==> src/psa_pkg.sv <==
// Functional notes
// - independent arbiter per secondary segment, up to seven masters each.
// - six external requests plus one internal bridge request, treated alike.
// - every requester sits in a high or low group; both groups considered.
// - group is programmable per master; any mix, even all in one group.
// - round-robin within a group; last granted member becomes lowest.
// - whole low group is one slot in the high-group rotation.
// - 16-bit control register holds group selects and parking choice.
// - with no requests, park on last owner or on the bridge, per control.
// - reset parks on bridge; parked idle bridge drives AD, C/BE#, PAR.
// - six active-low requests and matching active-low grants, index 0 to 5.
`default_nettype none
package psa_pkg;
  localparam int          NUM_EXT       = 6;
  localparam int          NUM_REQ       = 7;
  localparam int          RR_W          = 8;
  localparam logic [2:0]  INT_IDX       = 3'h6;
  localparam logic [2:0]  LOW_SLOT      = 3'h7;
  localparam int          CTRL_W        = 16;
  localparam int          CTRL_GRP_LSB  = 0;
  localparam int          CTRL_PARK_BIT = 7;
  localparam logic [15:0] CTRL_RST      = 16'h0000;
  localparam logic [15:0] CTRL_MASK     = 16'h00ff;
  localparam logic [31:0] PARK_AD       = 32'h0000_0000;
  localparam logic [3:0]  PARK_CBE      = 4'h0;
  localparam logic        PARK_PAR      = 1'b0;
endpackage
`default_nettype wire

==> src/psa_rr_if.sv <==
`timescale 1ns/1ps
`default_nettype none
interface psa_rr_if;
  logic [7:0] req;
  logic [2:0] last;
  logic       found;
  logic [2:0] pick;
  modport requester (output req, output last, input found, input pick);
  modport picker    (input req, input last, output found, output pick);
endinterface
`default_nettype wire

==> src/psa_rr_pick.sv <==
`timescale 1ns/1ps
`default_nettype none
module psa_rr_pick (
  psa_rr_if.picker rr
);
  ////////////////////////////////////////////////////////////////////////////
  // first requester after the last winner
  function automatic logic [3:0] rr_next(input logic [7:0] req,
                                          input logic [2:0] last);
    logic [3:0] res;
    logic [2:0] idx;
    res = 4'h0;
    for (int i = 8; i >= 1; i--) begin
      idx = last + 3'(i);
      if (req[idx]) begin
        res = {1'b1, idx};
      end
    end
    return res;
  endfunction

  wire [3:0] pick_res = rr_next(rr.req, rr.last);
  assign rr.found = pick_res[3];
  assign rr.pick  = pick_res[2:0];
endmodule
`default_nettype wire

==> src/psa_segment_arbiter.sv <==
`timescale 1ns/1ps
`default_nettype none
module psa_segment_arbiter (
  input  wire logic        i_ref_clk,
  input  wire logic        i_reset,
  input  wire logic [5:0]  i_req_n,
  input  wire logic        i_int_req,
  input  wire logic        i_frame_n,
  input  wire logic        i_irdy_n,
  input  wire logic        i_ctrl_wr,
  input  wire logic [15:0] i_ctrl_wdata,
  output logic      [15:0] o_ctrl_rdata,
  output logic      [5:0]  o_gnt_n,
  output logic             o_int_gnt,
  output logic             o_park_oe,
  output logic      [31:0] o_park_ad,
  output logic      [3:0]  o_park_cbe,
  output logic             o_park_par
);
  ////////////////////////////////////////////////////////////////////////////
  // state
  logic [15:0] ctrl_ff;
  logic [6:0]  gnt_ff;
  logic [5:0]  gnt_n_ff;
  logic [2:0]  hi_last_ff;
  logic [2:0]  lo_last_ff;
  logic [2:0]  owner_ff;
  logic        park_oe_ff;
  logic [31:0] park_ad_ff;
  logic [3:0]  park_cbe_ff;
  logic        park_par_ff;

  ////////////////////////////////////////////////////////////////////////////
  // request decode
  wire [6:0] req_all  = {i_int_req, ~i_req_n};
  wire [6:0] grp_high = ctrl_ff[psa_pkg::CTRL_GRP_LSB +: 7];
  wire       park_last = ctrl_ff[psa_pkg::CTRL_PARK_BIT];
  wire [6:0] req_hi   = req_all & grp_high;
  wire [6:0] req_lo   = req_all & ~grp_high;
  wire       any_req  = |req_all;
  wire       bus_idle = i_frame_n & i_irdy_n;

  psa_rr_if hi_if ();
  psa_rr_if lo_if ();

  assign hi_if.req  = {|req_lo, req_hi};
  assign hi_if.last = hi_last_ff;
  assign lo_if.req  = {1'b0, req_lo};
  assign lo_if.last = lo_last_ff;

  psa_rr_pick u_hi_pick (
    .rr (hi_if.picker)
  );

  psa_rr_pick u_lo_pick (
    .rr (lo_if.picker)
  );

  ////////////////////////////////////////////////////////////////////////////
  // winner selection and parking
  wire       hi_is_low = (hi_if.pick == psa_pkg::LOW_SLOT);
  wire [2:0] win_req   = hi_is_low ? lo_if.pick : hi_if.pick;
  wire [2:0] park_idx  = park_last ? owner_ff : psa_pkg::INT_IDX;
  wire [2:0] winner    = any_req ? win_req : park_idx;
  wire [6:0] win_vec   = 7'(7'h01 << winner);
  wire       gnt_any   = |gnt_ff;
  wire       win_held  = |(gnt_ff & win_vec);
  // owner keeps grant while its transaction runs
  wire       busy_own  = !bus_idle && gnt_any;
  wire       do_drop   = gnt_any && !win_held && !busy_own;
  wire       do_grant  = !gnt_any && bus_idle;
  wire [6:0] nxt_gnt   = do_drop  ? 7'h00 :
                         do_grant ? win_vec : gnt_ff;
  wire       new_req_gnt = do_grant && any_req;
  wire       win_high  = |(win_vec & grp_high);
  wire [2:0] nxt_hi_last = (new_req_gnt && win_high)  ? winner :
                           (new_req_gnt && !win_high) ? psa_pkg::LOW_SLOT :
                           hi_last_ff;
  wire [2:0] nxt_lo_last = (new_req_gnt && !win_high) ? winner
                                                       : lo_last_ff;
  wire [2:0] nxt_owner = new_req_gnt ? winner : owner_ff;
  wire       nxt_park_oe = gnt_ff[psa_pkg::INT_IDX] && bus_idle &&
                           !i_int_req;
  wire [15:0] nxt_ctrl = i_ctrl_wr ? (i_ctrl_wdata & psa_pkg::CTRL_MASK)
                                   : ctrl_ff;

  ////////////////////////////////////////////////////////////////////////////
  // registers
  always_ff @(posedge i_ref_clk) begin
    if (i_reset) begin
      ctrl_ff    <= psa_pkg::CTRL_RST;
      gnt_ff     <= 7'h00;
      gnt_n_ff   <= 6'h3f;
      hi_last_ff <= psa_pkg::LOW_SLOT;
      lo_last_ff <= psa_pkg::INT_IDX;
      owner_ff   <= psa_pkg::INT_IDX;
      park_oe_ff <= 1'b0;
      park_ad_ff  <= psa_pkg::PARK_AD;
      park_cbe_ff <= psa_pkg::PARK_CBE;
      park_par_ff <= psa_pkg::PARK_PAR;
    end else begin
      ctrl_ff    <= nxt_ctrl;
      gnt_ff     <= nxt_gnt;
      gnt_n_ff   <= ~nxt_gnt[5:0];
      hi_last_ff <= nxt_hi_last;
      lo_last_ff <= nxt_lo_last;
      owner_ff   <= nxt_owner;
      park_oe_ff <= nxt_park_oe;
      park_ad_ff  <= psa_pkg::PARK_AD;
      park_cbe_ff <= psa_pkg::PARK_CBE;
      park_par_ff <= psa_pkg::PARK_PAR;
    end
  end

  assign o_ctrl_rdata = ctrl_ff;
  assign o_gnt_n      = gnt_n_ff;
  assign o_int_gnt    = gnt_ff[psa_pkg::INT_IDX];
  assign o_park_oe    = park_oe_ff;
  assign o_park_ad    = park_ad_ff;
  assign o_park_cbe   = park_cbe_ff;
  assign o_park_par   = park_par_ff;

  ////////////////////////////////////////////////////////////////////////////
  // checks
  logic [2:0] idle_cnt_ff;
  always_ff @(posedge i_ref_clk) begin
    if (i_reset || any_req || !bus_idle || park_last) begin
      idle_cnt_ff <= 3'h0;
    end else if (idle_cnt_ff != 3'h7) begin
      idle_cnt_ff <= idle_cnt_ff + 3'h1;
    end
  end

  property p_one_grant;
    @(posedge i_ref_clk) disable iff (i_reset)
      $onehot0(gnt_ff) && $onehot0({gnt_ff[6], ~gnt_n_ff});
  endproperty
  a_one_grant: assert property (p_one_grant)
    else $error("more than one grant asserted");

  property p_grant_gap;
    @(posedge i_ref_clk) disable iff (i_reset)
      (gnt_ff != 7'h00) ##1 (gnt_ff != $past(gnt_ff)) |-> (gnt_ff == 7'h00);
  endproperty
  a_grant_gap: assert property (p_grant_gap)
    else $error("grant moved without an empty cycle");

  property p_busy_hold;
    @(posedge i_ref_clk) disable iff (i_reset)
      gnt_ff != 7'h00 && !bus_idle |=> gnt_ff == $past(gnt_ff);
  endproperty
  a_busy_hold: assert property (p_busy_hold)
    else $error("grant moved while bus busy");

  property p_no_grant_busy;
    @(posedge i_ref_clk) disable iff (i_reset)
      gnt_ff == 7'h00 && !bus_idle |=> gnt_ff == 7'h00;
  endproperty
  a_no_grant_busy: assert property (p_no_grant_busy)
    else $error("grant issued while bus busy");

  property p_pins_match;
    @(posedge i_ref_clk) disable iff (i_reset)
      o_gnt_n == ~gnt_ff[5:0];
  endproperty
  a_pins_match: assert property (p_pins_match)
    else $error("grant pins disagree with grant state");

  property p_park_bridge;
    @(posedge i_ref_clk) disable iff (i_reset)
      (idle_cnt_ff == 3'h7) |-> ##[0:2] o_int_gnt;
  endproperty
  a_park_bridge: assert property (p_park_bridge)
    else $error("idle bus not parked on bridge");

  property p_park_drive;
    @(posedge i_ref_clk) disable iff (i_reset)
      o_park_oe |-> $past(gnt_ff[6]) && $past(bus_idle) && !$past(i_int_req);
  endproperty
  a_park_drive: assert property (p_park_drive)
    else $error("bus driven while not parked");

  property p_park_const;
    @(posedge i_ref_clk) disable iff (i_reset)
      o_park_ad == psa_pkg::PARK_AD && o_park_cbe == psa_pkg::PARK_CBE &&
      o_park_par == psa_pkg::PARK_PAR;
  endproperty
  a_park_const: assert property (p_park_const)
    else $error("park values not defined");

  property p_ctrl_write;
    @(posedge i_ref_clk) disable iff (i_reset)
      i_ctrl_wr |=>
        o_ctrl_rdata == ($past(i_ctrl_wdata) & psa_pkg::CTRL_MASK);
  endproperty
  a_ctrl_write: assert property (p_ctrl_write)
    else $error("control register did not take write");

  property p_hi_found;
    @(posedge i_ref_clk) disable iff (i_reset)
      hi_if.found == any_req;
  endproperty
  a_hi_found: assert property (p_hi_found)
    else $error("high picker disagrees with requests");

  property p_lo_found;
    @(posedge i_ref_clk) disable iff (i_reset)
      hi_is_low |-> lo_if.found && lo_if.pick != psa_pkg::LOW_SLOT;
  endproperty
  a_lo_found: assert property (p_lo_found)
    else $error("low slot chosen without low requester");

  property p_hi_rotate;
    @(posedge i_ref_clk) disable iff (i_reset)
      new_req_gnt && win_high |=> hi_last_ff == $past(winner);
  endproperty
  a_hi_rotate: assert property (p_hi_rotate)
    else $error("high rotation not advanced");

  property p_low_slot;
    @(posedge i_ref_clk) disable iff (i_reset)
      new_req_gnt && !win_high |=>
        hi_last_ff == 3'h7 && lo_last_ff == $past(winner);
  endproperty
  a_low_slot: assert property (p_low_slot)
    else $error("low group slot not advanced");

  property p_group_pick;
    @(posedge i_ref_clk) disable iff (i_reset)
      new_req_gnt |-> |(win_vec & req_all);
  endproperty
  a_group_pick: assert property (p_group_pick)
    else $error("grant to a non-requester");
endmodule
`default_nettype wire

==> config.mk <==
export PLATFORM = sky130hd
export DESIGN_NAME = psa_segment_arbiter
export DESIGN_NICKNAME = d
export VERILOG_FILES = /design/src/psa_pkg.sv /design/src/psa_rr_if.sv /design/src/psa_rr_pick.sv /design/src/psa_segment_arbiter.sv
export SDC_FILE = /design/constraint.sdc
export NUM_CORES = 1
export LEC_CHECK = 0
export BUFFER_PORTS_ARGS = -buffer_cell sky130_fd_sc_hd__buf_2
export CAP_MARGIN = 10
export CORE_MARGIN = 2
export CORE_UTILIZATION = 30
export CTS_CLUSTER_DIAMETER = 40
export DETAILED_ROUTE_END_ITERATION = 7
export HOLD_SLACK_MARGIN = 0.1
export PLACE_DENSITY = 0.52
export SETUP_SLACK_MARGIN = 0.4
export SYNTH_ARGS = -nofsm -noshare
export SYNTH_HDL_FRONTEND = slang
export SYNTH_SLANG_ARGS = --single-unit
==> constraint.sdc <==
create_clock -name i_ref_clk -period 13.3 [get_ports i_ref_clk]
set_clock_uncertainty 0.1 [all_clocks]
set_input_delay 0.665 -clock i_ref_clk [delete_from_list [all_inputs] [get_ports i_ref_clk]]
set_output_delay 0.665 -clock i_ref_clk [all_outputs]
set_load 0.02 [all_outputs]
==> metrics.md <==
| Metric | Value |
|---|---|
| Yosys warnings | `0` |
| GRT overflow | `0` |
| Clk root buf | `clkbuf_16` |
| Row cnt | `40` |
| Ys async rst share | `0%` |
| Die ar. | `between 10,000 and 15,000 sq um` |
| Synth area leaders | `dfxtp_1 (17%), buf_4 (9.3%), mux2i_1 (4.3%), nor2_1 (3.8%), mux4_2 (3.7%)` |
| Initial antenna violation count | `0` |
| Worst-path clk slew | `around 50 ps` |
| FF-to-FF setup slack | `approximately 8000 ps` |
| Post-detail-place hpwl | `around 7900 um` |
| Iteration-0 DRC Markers | `290` |
| Post_cts resized | `0` |
| H-tree levels | `2` |
| Status | `finished clean` |
| Synth Instances | `472` |
| Clk Latency, worst-skew pair | `270 ps` |
| CP required | `between 10,000 and 15,000 ps` |
| Total CTS buffers | `5` |
| Num ports | `~90` |
| Post-synth top area share | `between 10% and 20%` |
| Combinational Power Share | `approximately two thirds` |
| First-pass GRT wire length | `roughly 17,000 um` |
| Fill cells | `between 1,000 and 1,500` |
| Number of port buffers | `35` |
| Worst-Margin Slew | `879 ps` |
| Final WL | `between 10,000 and 15,000 um` |
| Sw Pwr | `392 uW` |
| Critical Path Fanout Max | `19` |
| Diode count | `0` |
| Final Max Slew Viols | `0` |
| Min Tclk post-route | `5260 ps` |
| Worst EP arrival | `5320 ps` |
| Fin Setup TNS | `0 ps` |
| Seq/Total Area, Yosys | `between 10% and 20%` |
| WL/cell | `16.0 um` |
| Fmax | `between 150 and 200 MHz` |
| TritonCTS clock tree | `built` |
| Clock power share | `approximately 15%` |
| Hold Vio Cnt, Final | `0` |
| Vias in the first global route | `about 3,400` |
| Post-route ant nets | `0` |
| Sw Share | `between 40% and 50%` |
| Pwr dens | `approximately 200 nW/um^2` |
| Total Routing Usage GR | `between 10% and 20%` |
| Routability cong. | `just under 0.9` |
| Die Ht | `around 110 um` |
| Mapped cell area | `~3700 sq um` |
| Hold crit path type | `register to register` |
| Via Count | `between 3,000 and 4,000` |
| Synth unique cells | `93` |
| Final Setup Violations | `0` |
| Layout net count | `526` |
| Fin worst setup slack | `~8000 ps` |
| Seq pwr share | `a little under a fifth` |
| Num Clock Sinks | `31` |
| Ys flop type | `dfxtp_1` |
| P_leak | `about 0.0016 uW` |
| Initial Util | `30.8%` |
| Post-CTS Setup Inserts | `0` |
| Worst setup EP type | `register` |
| Syn avg cell area | `between 7 and 8 sq um` |
| Dpl ws | `roughly 8000 ps` |
| Kind of critical path | `register to register` |
| Share of layout cells above drive strength 1 | `between 10% and 20%` |
| Vias per cell | `5.73` |
| Max Buffers Root-to-Sink | `2` |
| Final Cycle Share | `between 30% and 40%` |
| Total power | `about 800 uW` |
| Max_slew headroom | `between 40% and 50%` |
| Post-synth EDFFs | `0` |
| Synth area leader | `dfxtp_1` |
| Die Width | `approximately 110 um` |
| Synthesis-stage register bit count | `31` |
| Post-CTS Hold Buffers | `0` |
| Largest net degree at the start of global routing | `30` |
| First-pass DRT Iterations | `5` |
| Core Region | `around 12,000 sq um` |
| RSZ-0062 raised after global routing | `no` |
| Area delta synth->final | `5.96%` |
| Internal power | `~400 uW` |
| VDD IR max | `roughly 0.14 mV` |
| CP Launch Type | `register` |
| Max-cap violations | `0` |
| DRC Markers | `0` |
-- per-stage QoR --
stage,hold WS (ps),utilization [%],cells,cell area (sq um)
2_1_floorplan,317,-,516,3860
3_3_place_gp,339,31.3,634,3760
3_5_place_dp,342,31.3,634,3760
4_1_cts,356,32.6,642,3920
5_1_grt,376,32.6,642,3920
6_report,358,32.6,642,3920
-- worst max-delay path, stage by stage (launching register included) --
cell and delay (ps):
dfxtp_1 800, inv_1 220, ha_1 440, or3b_2 470
a32oi_1 300, o41ai_4 190, o21ai_2 270, or3_1 160
o21ai_2 70, nor4_1 570, o211ai_2 320, a21oi_2 330
a221oi_1 140, o211a_1 370, or3_1 390
-- kinds of logic after synthesis --
group | share of synthesized area, %
and+or+nand+nor | 27.3
AOI/OAI and AO/OA | 27.0
buffers and inverters | 14.7
DFF | 16.8
muxes | 11.2
xor gates and xnor gates | 1.42
adders and majority gates | 1.35
other | 0.101
-- layer usage --
metal	up-vias	wire (um)	global-route usage (%)
met5	-	0	0
met4	0	220	4.82
met3	17	605	1.90
met2	159	4520	24.4
met1	1755	4910	22.1
li1	1746	-	-
-- cells in the final DEF (no fill, tap or decap), types with 9 or more instances in the layout --
cell type	count
nand2_1	28
or3_1	9
buf_2	35
inv_1	16
o21ai_0	22
mux2i_1	16
conb_1	45
a21oi_1	26
dfxtp_1	31
nand3_1	15
nor3_1	20
nor2_1	37
-- registers in the layout, summed over array words and instances (netlist names) --
signal	count
o_park_oe	1
o_gnt_n	6
o_ctrl_rdata	8
gnt_ff	7
owner_ff	3
hi_if.last	3
lo_if.last	3
-- final timing paths --
path / startpoint / endpoint / cells after the start
worst max-delay path: hi_if.last[1] / o_gnt_n[3] / 14
worst min-delay path: owner_ff[2] / owner_ff[2] / 2
worst max register to register: hi_if.last[1] / o_gnt_n[3] / 14
worst min register to register: owner_ff[2] / owner_ff[2] / 2
-- power by group through the flow --
stage / combinational [uW] / sequential (uW) / clock, uW
floorplan: 433 / 143 / 0
global placement: 517 / 145 / 0
detailed placement: 521 / 146 / 0
CTS: 524 / 144 / 119
global route: 580 / 149 / 124
finish: 527 / 145 / 118
-- cell type report --
class                           count  area [sq um]  area share, %
Timing Repair Buffer               37           190           4.86
Sequential cell                    31           621           15.8
Clock inverter                      1          7.51          0.192
Multi-Input combinational cell    402          2700           68.8
Inverter                           17          65.1           1.66
Clock buffer                        7           153           3.90
Tap cell                          147           184           4.70
-- cells in the mapped netlist (all sizes together) (3+ instances only) --
| cell type | count |
|---|---|
| a22o | 3 |
| nor4b | 3 |
| nor2b | 7 |
| xnor2 | 3 |
| inv | 16 |
| a32oi | 5 |
| ha | 4 |
| clkbuf | 12 |
| nand3b | 6 |
| a21oi | 28 |
| nand2 | 28 |
| dfxtp | 31 |
| nand4 | 3 |
| o31ai | 6 |
| o221ai | 4 |
| nor2 | 37 |
| o311ai | 5 |
| mux4 | 8 |
| or3 | 10 |
| or3b | 3 |
| xor2 | 3 |
| nor4 | 7 |
| buf | 54 |
| a22oi | 3 |
| a221oi | 3 |
| o21a | 5 |
| nand2b | 3 |
| mux2 | 6 |
| o21ai | 27 |
| mux2i | 16 |
| a31oi | 6 |
| or4 | 3 |
| a211oi | 3 |
| and3 | 5 |
| and2 | 10 |
| or2 | 7 |
| nand3 | 15 |
| nor3b | 3 |
| o211ai | 8 |
| o22ai | 3 |
| nor3 | 20 |
| or2b | 5 |
Power figures use the tool's default switching activity.
